==> config.mk <==
export PLATFORM = sky130hd
export DESIGN_NAME = fmc_top
export DESIGN_NICKNAME = d
export VERILOG_FILES = /design/src/hw/fmc_pkg.sv /design/src/hw/fmc_hyst_if.sv /design/src/hw/fmc_tach_timer.sv /design/src/hw/fmc_thermal_out_n_hyst.sv /design/src/hw/fmc_top.sv
export SDC_FILE = /design/constraint.sdc
export NUM_CORES = 1
export LEC_CHECK = 0
export ABC_CLOCK_PERIOD_IN_PS = 2800
export BUFFER_PORTS_ARGS = -buffer_cell sky130_fd_sc_hd__buf_2
export CORE_ASPECT_RATIO = 1.2
export CORE_MARGIN = 3
export CORE_UTILIZATION = 45
export CTS_CLUSTER_SIZE = 12
export DETAILED_ROUTE_END_ITERATION = 10
export PLACE_DENSITY_LB_ADDON = 0.3
export SKIP_LAST_GASP = 1
export SYNTH_ARGS = -nofsm -noshare
export SYNTH_HDL_FRONTEND = slang
export SYNTH_HIERARCHICAL = 1
export SYNTH_SLANG_ARGS = --single-unit
==> constraint.sdc <==
create_clock -name clk -period 2.8 [get_ports clk]
set_input_delay 0.42 -clock clk [delete_from_list [all_inputs] [get_ports clk]]
set_output_delay 0.42 -clock clk [all_outputs]
set_load 0.05 [all_outputs]
==> src/hw/fmc_pkg.sv <==
package fmc_pkg;

	// ****************************************
	// Register map
	// ****************************************
	localparam logic [7:0] FMC_ADDR_STATUS1 = 8'h02;
	localparam logic [7:0] FMC_ADDR_CONFIG4 = 8'h04;
	localparam logic [7:0] FMC_STATUS1_RST  = 8'h00;
	localparam logic [7:0] FMC_CONFIG4_RST  = 8'h08;
	localparam logic [7:0] FMC_RDATA_NONE   = 8'h00;

	// Config fields
	localparam int FMC_CFG_MODE_BIT = 7;
	localparam int FMC_CFG_PPR_BIT  = 6;
	localparam int FMC_CFG_FAST_BIT = 5;
	localparam int FMC_CFG_OVR_BIT  = 4;
	// Bits 3..0 are fixed: read-only pattern
	localparam logic [3:0] FMC_CFG_FIXED = 4'h8;

	// Status fields
	localparam int FMC_ST_LOW_BIT   = 7;
	localparam int FMC_ST_HIGH_BIT  = 6;
	localparam int FMC_ST_FAIL_BIT  = 5;
	localparam int FMC_ST_THERMAL_OUT_N_BIT = 4;

	// ****************************************
	// Temperature values
	// ****************************************
	localparam logic [7:0]        FMC_TEMP_FAILED = 8'h80;
	localparam logic signed [8:0] FMC_HYST_DEG    = 9'sh005;

	// ****************************************
	// Timing
	// ****************************************
	localparam int FMC_CLK_HZ       = 40_000_000;
	localparam int FMC_FAST_SPEED_REFRESH_MS = 250;
	localparam int FMC_TACH_SLOW_MS = 1000;
	localparam int FMC_FAST_SPEED_REFRESH_CYC = (FMC_CLK_HZ / 1000) * FMC_FAST_SPEED_REFRESH_MS;
	localparam int FMC_TACH_SLOW_CYC = (FMC_CLK_HZ / 1000) * FMC_TACH_SLOW_MS;
	localparam int FMC_TACH_CNT_W    = 26;

	// ****************************************
	// Status read tracking
	// ****************************************
	typedef enum logic [0:0] {
		FMC_RD_IDLE = 1'b0,
		FMC_RD_PEND = 1'b1
	} fmc_rd_state_type;

endpackage

==> src/hw/fmc_hyst_if.sv <==
`timescale 1ns/10ps
`default_nettype none
interface fmc_hyst_if;
	logic [7:0] temp;
	logic [7:0] limit;
	logic       cycle;
	logic       clr;
	logic       srst;
	logic       flag;

	modport ctl (
		output temp,
		output limit,
		output cycle,
		output clr,
		output srst,
		input  flag
	);

	modport hyst (
		input  temp,
		input  limit,
		input  cycle,
		input  clr,
		input  srst,
		output flag
	);
endinterface
`default_nettype wire

==> src/hw/fmc_tach_timer.sv <==
`timescale 1ns/10ps
`default_nettype none
module fmc_tach_timer
	import fmc_pkg::*;
#(
	parameter int FAST_CYC = FMC_FAST_SPEED_REFRESH_CYC,
	parameter int SLOW_CYC = FMC_TACH_SLOW_CYC
) (
	input  wire logic clk,    // Device clock
	input  wire logic arst_n, // Async reset
	input  wire logic srst,   // Software reset pulse
	input  wire logic fast,   // Fast refresh select
	output var  logic tick    // One-cycle refresh pulse
);
	localparam logic [FMC_TACH_CNT_W-1:0] FAST_LAST =
		FMC_TACH_CNT_W'(FAST_CYC - 1);
	localparam logic [FMC_TACH_CNT_W-1:0] SLOW_LAST =
		FMC_TACH_CNT_W'(SLOW_CYC - 1);

	logic [FMC_TACH_CNT_W-1:0] cnt_q;
	logic [FMC_TACH_CNT_W-1:0] cnt_d;
	logic                      tick_q;
	logic                      tick_d;
	logic [FMC_TACH_CNT_W-1:0] last;

	// A rate change takes hold at once; the count never overshoots
	always_comb begin
		last   = fast ? FAST_LAST : SLOW_LAST;
		cnt_d  = cnt_q + 1'b1;
		tick_d = 1'b0;
		if (srst) begin
			cnt_d = '0;
		end else if (cnt_q >= last) begin
			cnt_d  = '0;
			tick_d = 1'b1;
		end
	end

	always_ff @(posedge clk or negedge arst_n) begin
		if (!arst_n) begin
			cnt_q  <= '0;
			tick_q <= 1'b0;
		end else begin
			cnt_q  <= cnt_d;
			tick_q <= tick_d;
		end
	end

	assign tick = tick_q;
endmodule
`default_nettype wire

==> src/hw/fmc_thermal_out_n_hyst.sv <==
`timescale 1ns/10ps
`default_nettype none
module fmc_thermal_out_n_hyst
	import fmc_pkg::*;
(
	input  wire logic clk,    // Device clock
	input  wire logic arst_n, // Async reset
	fmc_hyst_if.hyst  hif     // Compare inputs and flag
);
	logic                flag_q;
	logic                flag_d;
	logic                armed_q;
	logic                armed_d;
	logic signed [8:0]   temp_s;
	logic signed [8:0]   rearm_lvl;
	logic                over;

	always_comb begin
		temp_s    = $signed({hif.temp[7], hif.temp});
		rearm_lvl = $signed({hif.limit[7], hif.limit}) - FMC_HYST_DEG;
		over      = temp_s > $signed({hif.limit[7], hif.limit});
		flag_d    = flag_q;
		armed_d   = armed_q;
		if (hif.srst) begin
			flag_d  = 1'b0;
			armed_d = 1'b1;
		end else begin
			// Clearing disarms; apart from a soft reset, only a drop to limit minus 5 or below rearms
			if (hif.clr) begin
				flag_d  = 1'b0;
				armed_d = 1'b0;
			end
			if (hif.cycle && temp_s <= rearm_lvl) begin
				armed_d = 1'b1;
			end
			// Set wins over a same-cycle clear when still armed
			if (hif.cycle && over && armed_q) begin
				flag_d = 1'b1;
				if (hif.clr) begin
					armed_d = 1'b1;
				end
			end
		end
	end

	always_ff @(posedge clk or negedge arst_n) begin
		if (!arst_n) begin
			flag_q  <= 1'b0;
			armed_q <= 1'b1;
		end else begin
			flag_q  <= flag_d;
			armed_q <= armed_d;
		end
	end

	assign hif.flag = flag_q;
endmodule
`default_nettype wire

==> src/hw/fmc_top.sv <==
`timescale 1ns/10ps
`default_nettype none
module fmc_top
	import fmc_pkg::*;
#(
	parameter int FAST_SPEED_REFRESH_CYC = FMC_FAST_SPEED_REFRESH_CYC,
	parameter int TACH_SLOW_CYC = FMC_TACH_SLOW_CYC
) (
	input  wire logic       clk,                 // 40 MHz device clock
	input  wire logic       arst_n,              // Async reset, low
	input  wire logic [7:0] reg_addr,            // Register address
	input  wire logic       reg_wr,              // Write strobe
	input  wire logic [7:0] reg_wdata,           // Write data
	input  wire logic       reg_rd,              // Read request strobe
	input  wire logic       reg_rd_done,         // Read byte returned
	output var  logic [7:0] reg_rdata,           // Read data
	input  wire logic       soft_reset,          // Software reset pulse
	input  wire logic       monitor_cycle,       // Compare results valid
	input  wire logic [7:0] local_temp,          // Local temperature
	input  wire logic [7:0] local_low_limit,     // Local low limit
	input  wire logic [7:0] local_high_limit,    // Local high limit
	input  wire logic [7:0] remote_temp_meas,    // Measured remote temp
	input  wire logic [7:0] remote_thermal_out_n_limit,  // Remote thermal limit
	input  wire logic       remote_sensor_fault, // Sensor open/short
	input  wire logic       sensor_fail_irq_en,  // Failure alert enable
	input  wire logic       thermal_over_irq_en, // Thermal alert enable
	output var  logic [7:0] remote_temp_data,    // Remote data register
	output var  logic       pulses_per_rev_sel,  // 0: two, 1: four
	output var  logic       fast_speed_refresh,  // Fast tach refresh
	output var  logic       tach_update,         // Tach refresh pulse
	output var  logic       overtemp_out_n,      // Over-temp pin level
	output var  logic       overtemp_out_oe,     // Over-temp pin enable
	output var  logic       thermal_out_n,       // Thermal pin, low
	output var  logic       alert_n              // Alert pin, low
);

	// ****************************************
	// Declarations
	// ****************************************
	logic [3:0]       cfg_q;
	logic [3:0]       cfg_d;
	logic [7:0]       cfg_view;

	logic             low_q;
	logic             low_d;
	logic             high_q;
	logic             high_d;
	logic             fail_q;
	logic             fail_d;
	logic [7:0]       status_view;

	fmc_rd_state_type rd_state_q;
	fmc_rd_state_type rd_state_d;
	logic [7:0]       snap_q;
	logic [7:0]       snap_d;
	logic             clr_pulse;

	logic [7:0]       rdata_q;
	logic [7:0]       rdata_d;

	logic [7:0]       rtemp_q;
	logic [7:0]       rtemp_d;
	logic             ovr_n_q;
	logic             ovr_n_d;
	logic             ovr_oe_q;
	logic             ovr_oe_d;
	logic             thermal_out_n_n_q;
	logic             thermal_out_n_n_d;
	logic             alert_n_q;
	logic             alert_n_d;

	logic             wr_cfg;
	logic             rd_status;
	logic             thermal_out_n_flag;
	logic             tach_tick;
	logic [7:0]       remote_eff;

	fmc_hyst_if       hyst_bus ();

	// ****************************************
	// Decode
	// ****************************************
	assign wr_cfg    = reg_wr && (reg_addr == FMC_ADDR_CONFIG4);
	assign rd_status = reg_rd && (reg_addr == FMC_ADDR_STATUS1);

	// ****************************************
	// Configuration register
	// ****************************************
	// Only bits 7..4 hold state; the low nibble is a fixed pattern
	always_comb begin
		cfg_d = cfg_q;
		if (soft_reset) begin
			cfg_d = FMC_CONFIG4_RST[7:4];
		end else if (wr_cfg) begin
			cfg_d = reg_wdata[7:4];
		end
	end

	always_ff @(posedge clk or negedge arst_n) begin
		if (!arst_n) begin
			cfg_q <= FMC_CONFIG4_RST[7:4];
		end else begin
			cfg_q <= cfg_d;
		end
	end

	assign cfg_view = {cfg_q, FMC_CFG_FIXED};

	// ****************************************
	// Status read tracking
	// ****************************************
	// The snapshot records which bits the host saw, so a clear at
	// the end of the byte only drops those and keeps later events.
	always_comb begin
		rd_state_d = rd_state_q;
		snap_d     = snap_q;
		clr_pulse  = 1'b0;
		case (rd_state_q)
			FMC_RD_IDLE: begin
				if (rd_status && !soft_reset) begin
					rd_state_d = FMC_RD_PEND;
					snap_d     = status_view;
				end
			end
			FMC_RD_PEND: begin
				if (soft_reset) begin
					rd_state_d = FMC_RD_IDLE;
					snap_d     = FMC_STATUS1_RST;
				end else if (reg_rd_done) begin
					rd_state_d = FMC_RD_IDLE;
					clr_pulse  = 1'b1;
				end
			end
			default: begin
				rd_state_d = FMC_RD_IDLE;
			end
		endcase
	end

	always_ff @(posedge clk or negedge arst_n) begin
		if (!arst_n) begin
			rd_state_q <= FMC_RD_IDLE;
			snap_q     <= FMC_STATUS1_RST;
		end else begin
			rd_state_q <= rd_state_d;
			snap_q     <= snap_d;
		end
	end

	// ****************************************
	// Status flags
	// ****************************************
	always_comb begin
		low_d  = low_q;
		high_d = high_q;
		fail_d = fail_q;
		if (soft_reset) begin
			low_d  = FMC_STATUS1_RST[FMC_ST_LOW_BIT];
			high_d = FMC_STATUS1_RST[FMC_ST_HIGH_BIT];
			fail_d = FMC_STATUS1_RST[FMC_ST_FAIL_BIT];
		end else begin
			// Clear first, then set, so a new event wins
			if (clr_pulse && snap_q[FMC_ST_LOW_BIT]) begin
				low_d = 1'b0;
			end
			if (clr_pulse && snap_q[FMC_ST_HIGH_BIT]) begin
				high_d = 1'b0;
			end
			if (monitor_cycle &&
			    $signed(local_temp) <= $signed(local_low_limit)) begin
				low_d = 1'b1;
			end
			if (monitor_cycle &&
			    $signed(local_temp) >= $signed(local_high_limit)) begin
				high_d = 1'b1;
			end
			// Failure flag is only ever set here; only a soft or async reset clears it
			if (monitor_cycle && remote_sensor_fault) begin
				fail_d = 1'b1;
			end
		end
	end

	always_ff @(posedge clk or negedge arst_n) begin
		if (!arst_n) begin
			low_q  <= FMC_STATUS1_RST[FMC_ST_LOW_BIT];
			high_q <= FMC_STATUS1_RST[FMC_ST_HIGH_BIT];
			fail_q <= FMC_STATUS1_RST[FMC_ST_FAIL_BIT];
		end else begin
			low_q  <= low_d;
			high_q <= high_d;
			fail_q <= fail_d;
		end
	end

	// Bits 3..0 belong to other logic and read as zero here
	always_comb begin
		status_view                   = FMC_STATUS1_RST;
		status_view[FMC_ST_LOW_BIT]   = low_q;
		status_view[FMC_ST_HIGH_BIT]  = high_q;
		status_view[FMC_ST_FAIL_BIT]  = fail_q;
		status_view[FMC_ST_THERMAL_OUT_N_BIT] = thermal_out_n_flag;
	end

	// ****************************************
	// Remote thermal flag with hysteresis
	// ****************************************
	// Compares use the forced value once fail_q is set; the first fault cycle still compares the measurement
	assign remote_eff     = fail_q ? FMC_TEMP_FAILED : remote_temp_meas;
	assign hyst_bus.temp  = remote_eff;
	assign hyst_bus.limit = remote_thermal_out_n_limit;
	assign hyst_bus.cycle = monitor_cycle;
	assign hyst_bus.clr   = clr_pulse && snap_q[FMC_ST_THERMAL_OUT_N_BIT];
	assign hyst_bus.srst  = soft_reset;
	assign thermal_out_n_flag     = hyst_bus.flag;

	fmc_thermal_out_n_hyst u_thermal_out_n_hyst (
		.clk    (clk),
		.arst_n (arst_n),
		.hif    (hyst_bus.hyst)
	);

	// ****************************************
	// Tach refresh timer
	// ****************************************
	fmc_tach_timer #(
		.FAST_CYC (FAST_SPEED_REFRESH_CYC),
		.SLOW_CYC (TACH_SLOW_CYC)
	) u_tach_timer (
		.clk    (clk),
		.arst_n (arst_n),
		.srst   (soft_reset),
		.fast   (cfg_q[FMC_CFG_FAST_BIT-4]),
		.tick   (tach_tick)
	);

	// ****************************************
	// Read data
	// ****************************************
	// Unmapped addresses return zero; data holds until the next read
	always_comb begin
		rdata_d = rdata_q;
		if (reg_rd) begin
			case (reg_addr)
				FMC_ADDR_STATUS1: rdata_d = status_view;
				FMC_ADDR_CONFIG4: rdata_d = cfg_view;
				default:          rdata_d = FMC_RDATA_NONE;
			endcase
		end
	end

	always_ff @(posedge clk or negedge arst_n) begin
		if (!arst_n) begin
			rdata_q <= FMC_RDATA_NONE;
		end else begin
			rdata_q <= rdata_d;
		end
	end

	// ****************************************
	// Pins and remote data
	// ****************************************
	// Failure pins follow the flag next value so they move with the bit;
	// the thermal pin is registered from its flag and lags it one edge
	always_comb begin
		rtemp_d = rtemp_q;
		if (fail_d) begin
			rtemp_d = FMC_TEMP_FAILED;
		end else if (monitor_cycle) begin
			rtemp_d = remote_temp_meas;
		end
		ovr_oe_d  = cfg_d[FMC_CFG_OVR_BIT-4];
		ovr_n_d   = !fail_d;
		thermal_out_n_n_d = !hyst_bus.flag;
		alert_n_d = !((fail_q && sensor_fail_irq_en) ||
		              (thermal_out_n_flag && thermal_over_irq_en));
	end

	always_ff @(posedge clk or negedge arst_n) begin
		if (!arst_n) begin
			rtemp_q   <= FMC_STATUS1_RST;
			ovr_oe_q  <= FMC_CONFIG4_RST[FMC_CFG_OVR_BIT];
			ovr_n_q   <= 1'b1;
			thermal_out_n_n_q <= 1'b1;
			alert_n_q <= 1'b1;
		end else begin
			rtemp_q   <= rtemp_d;
			ovr_oe_q  <= ovr_oe_d;
			ovr_n_q   <= ovr_n_d;
			thermal_out_n_n_q <= thermal_out_n_n_d;
			alert_n_q <= alert_n_d;
		end
	end

	// ****************************************
	// Outputs
	// ****************************************
	assign reg_rdata          = rdata_q;
	assign remote_temp_data   = rtemp_q;
	assign pulses_per_rev_sel = cfg_q[FMC_CFG_PPR_BIT-4];
	assign fast_speed_refresh = cfg_q[FMC_CFG_FAST_BIT-4];
	assign tach_update        = tach_tick;
	assign overtemp_out_n     = ovr_n_q;
	assign overtemp_out_oe    = ovr_oe_q;
	assign thermal_out_n      = thermal_out_n_n_q;
	assign alert_n            = alert_n_q;

endmodule
`default_nettype wire

==> results.json <==
{
  "synth-compound-area-share": 0.122,
  "cp_slowest_cell": "dfrtp_1",
  "final_core_util": 0.546,
  "grt_pass1_wl_mm": 14.7,
  "insertion_delay_ns": 0.31,
  "drive_gt1_frac": 0.226,
  "synthSimpleGateAreaFrac": 0.208,
  "stdcell_count": 613,
  "drt-total-wl_mm": 8.50,
  "die_x_um": 91.0,
  "cts-root-buf": "clkbuf_8",
  "hold-worst-slack_ns": 0.111,
  "synth.largest_area_cell": "dfrtp_1",
  "dr.pass1.iters": 4,
  "cp.required_ns": 3.00,
  "r2r_setup_slack_ns": 0.53,
  "dieHeight_um": 108,
  "overflow": 0,
  "ir_drop_mv": 0.227,
  "grt_pass1_vias": 3352,
  "synth_top_family_by_area": "simple AND/OR/NAND/NOR gates",
  "crit_type": "reg -> reg",
  "synth-adder-area-share": 0.157,
  "worst_slew_pin_slew_ns": 0.608,
  "slew_viol_final": 0,
  "setup_tns_ns": 0,
  "ys.flop_type": "dfrtp_1",
  "crit_fanout": 22,
  "io_buffers": 81,
  "num-nets-final": 613,
  "ys_top_cells_by_count": "52 x dfrtp_1, 49 x ha_1, 47 x nor2_1, 41 x inv_1, 24 x a21oi_1",
  "post_cts_resized": 0,
  "p_comb_frac": 0.219,
  "syn_inst": 415,
  "tritoncts": "done",
  "synth.avg_cell_area_um2": 9.41,
  "dr_wl_met2_mm": 4.31,
  "via_count": 3251,
  "cts_buffer_depth": 2,
  "cts_setup_buffers": 0,
  "ant_nets": 0,
  "synthMuxAreaShare": 0.0308,
  "yosys_warnings": 6,
  "p_leak_nw": 2.32,
  "fmax_mhz": 441,
  "cpPeakStageDelay_ns": 0.40,
  "maxCapViolations": 0,
  "netlist.area_leader.share": 0.333,
  "drc_errors": 0,
  "top_layer": "met4",
  "path_clk_slew_ns": 0.09,
  "holdBufCountCts": 0,
  "async_flop_share": 1.00,
  "yosysSeqAreaShare": 0.360,
  "antennaDiodeCount": 0,
  "row_count": 36,
  "dp.cells": 605,
  "cts.sinks": 56,
  "arrival_ns": 2.46,
  "worst_setup_path_start_kind": "register",
  "yosysUniqueCellTypes": 57,
  "cp_cell_sequence": "buf_4 -> ha_1 -> nand4b_1 -> nor4_2 -> o2111ai_1 -> nand4_2 -> buf_12 -> nor2_1",
  "syn_to_final_growth_pct": 15.9,
  "intPower_mw": 1.17,
  "core-area_um2": 8290,
  "h-tree-depth": 2,
  "synth_xor_area_frac": 0.0628,
  "clockPowerShare": 0.271,
  "cp-end-kind": "register",
  "wl_per_cell_um": 13.9,
  "r2r_end": "u_tach_timer/cnt_q[2]",
  "p_seq_frac": 0.510,
  "finClkSkew_ns": 0.00844,
  "p_sw_mw": 0.507,
  "p_sw_frac": 0.301,
  "place_congestion": 0.842,
  "power_per_cell_area_nw_per_um2": 372,
  "rsz0062_at_grt": "false",
  "start_util": 0.471,
  "syn_area_um2": 3900,
  "finalSetupViolations": 0,
  "track_usage": 0.180,
  "synth.area.top_cells": "dfrtp_1 33%, ha_1 16%, nor2_1 4.5%",
  "met1_length_mm": 3.72,
  "status": "finished clean",
  "antenna_found_initial": 0,
  "crit-reg2reg-launch": "cfg_q[1]",
  "ys_ff_latch": 56,
  "vias_per_cell": 5.30,
  "numCtsBuffers": 5,
  "max_slew_margin": 0.593,
  "pin_count": 89,
  "hold_viol": 0,
  "yosysMostFrequentCell": "dfrtp_1",
  "drt_iter0_markers": 136,
  "synth_edf_count": 0,
  "finalCritPeriodShare": 0.809,
  "hpwl_mm": 6.80,
  "die_area_um2": 9840,
  "grt_max_degree": 32,
  "worst_hold_path_type": "in -> async",
  "r2r_cells": 8,
  "wl_met3_um": 408,
  "post-route-min-period_ns": 2.27
}
==> how the worst max path moves through the flow <==
stage          cells past startpoint                           from                      endpoint  slack (ns)
2_1_floorplan                      8                       cfg_q[1]        u_tach_timer/cnt_q[11]        0.22
4_1_cts                            8                       cfg_q[1]         u_tach_timer/cnt_q[2]        0.49
6_report                           8                       cfg_q[1]         u_tach_timer/cnt_q[2]        0.53
3_3_place_gp                      11  remote_thermal_out_n_limit[0]  u_thermal_out_n_hyst/armed_q        0.49
3_5_place_dp                      11  remote_thermal_out_n_limit[0]  u_thermal_out_n_hyst/armed_q        0.45
5_1_grt                            8                       cfg_q[1]         u_tach_timer/cnt_q[2]        0.36
==> cell usage in the layout (no fill, tap or decap), types with 4 or more instances in the layout <==
cell type / netlist / layout
xnor2_1: 11 / 11
a21oi_1: 24 / 24
nand4_1: 11 / 11
nor2b_1: 10 / 10
a22oi_1: 5 / 5
a31oi_1: 5 / 5
nand2_1: 18 / 18
a21o_1: 4 / 4
ha_1: 49 / 49
nor2_1: 47 / 47
buf_2: 0 / 81
inv_1: 41 / 41
mux2i_1: 12 / 12
nand4b_1: 5 / 5
dfrtp_1: 52 / 52
dfstp_2: 4 / 4
o211ai_1: 4 / 4
nand3_1: 12 / 12
clkbuf_8: 0 / 6
and3_1: 9 / 9
o21ai_0: 15 / 15
xor2_1: 17 / 17
==> sequential cells by signal, summed over array words and instances, names as in the netlist, 3 cells and up <==
name,count
remote_temp_data,8
cfg_q,4
snap_q,3
u_tach_timer/cnt_q,26
reg_rdata,5
==> routing by layer <==
layer / up-vias / global-route usage
met5: - / 0
met4: 0 / 0.0399
met3: 6 / 0.0341
met2: 66 / 0.335
met1: 1556 / 0.215
li1: 1623 / -
==> final cells by class <==
type,instances,area (um^2)
Inverter,42,158
Tap cell,114,143
Sequential cell,56,1410
Clock inverter,1,7.51
Fill cell,804,3760
Timing Repair Buffer,85,448
Multi-Input combinational cell,308,2280
Clock buffer,7,86.3
==> worst max-delay path, delay by kind of cell, from the launching register on <==
| family | cells | cell delay (ns) |
|---|---|---|
| adder cells (fa/ha/maj) | 1 | 0.33 |
| AO/OA/AOI/OAI | 1 | 0.23 |
| buffers and inverters | 2 | 0.38 |
| AND/OR/NAND/NOR | 4 | 0.82 |
| flip-flops | 1 | 0.40 |
==> per-stage QoR <==
stage	total power, mW	setup WS (ns)	instance area (um^2)
final	1.68	0.535	4520
after global routing	1.78	0.357	4520
after CTS	1.70	0.493	4520
after detailed placement	1.24	0.449	4430
after global placement	1.23	0.493	4430
after floorplan	1.11	0.225	3910
==> kinds of logic after synthesis <==
kind of cell	Yosys count
and+or+nand+nor	142
AOI/OAI and AO/OA	74
DFF	56
buffers and inverters	53
adders and majority gates	49
xor gates and xnor gates	28
muxes	12
other	1
==> power by group through the flow <==
stage / Clock [mW] / Sequential (mW) / Combinational, mW
floorplan: 0 / 0.931 / 0.184
global placement: 0 / 0.874 / 0.359
detailed placement: 0 / 0.874 / 0.371
CTS: 0.471 / 0.859 / 0.372
global route: 0.503 / 0.863 / 0.413
finish: 0.455 / 0.858 / 0.368
(Power assumes the default switching activity.)
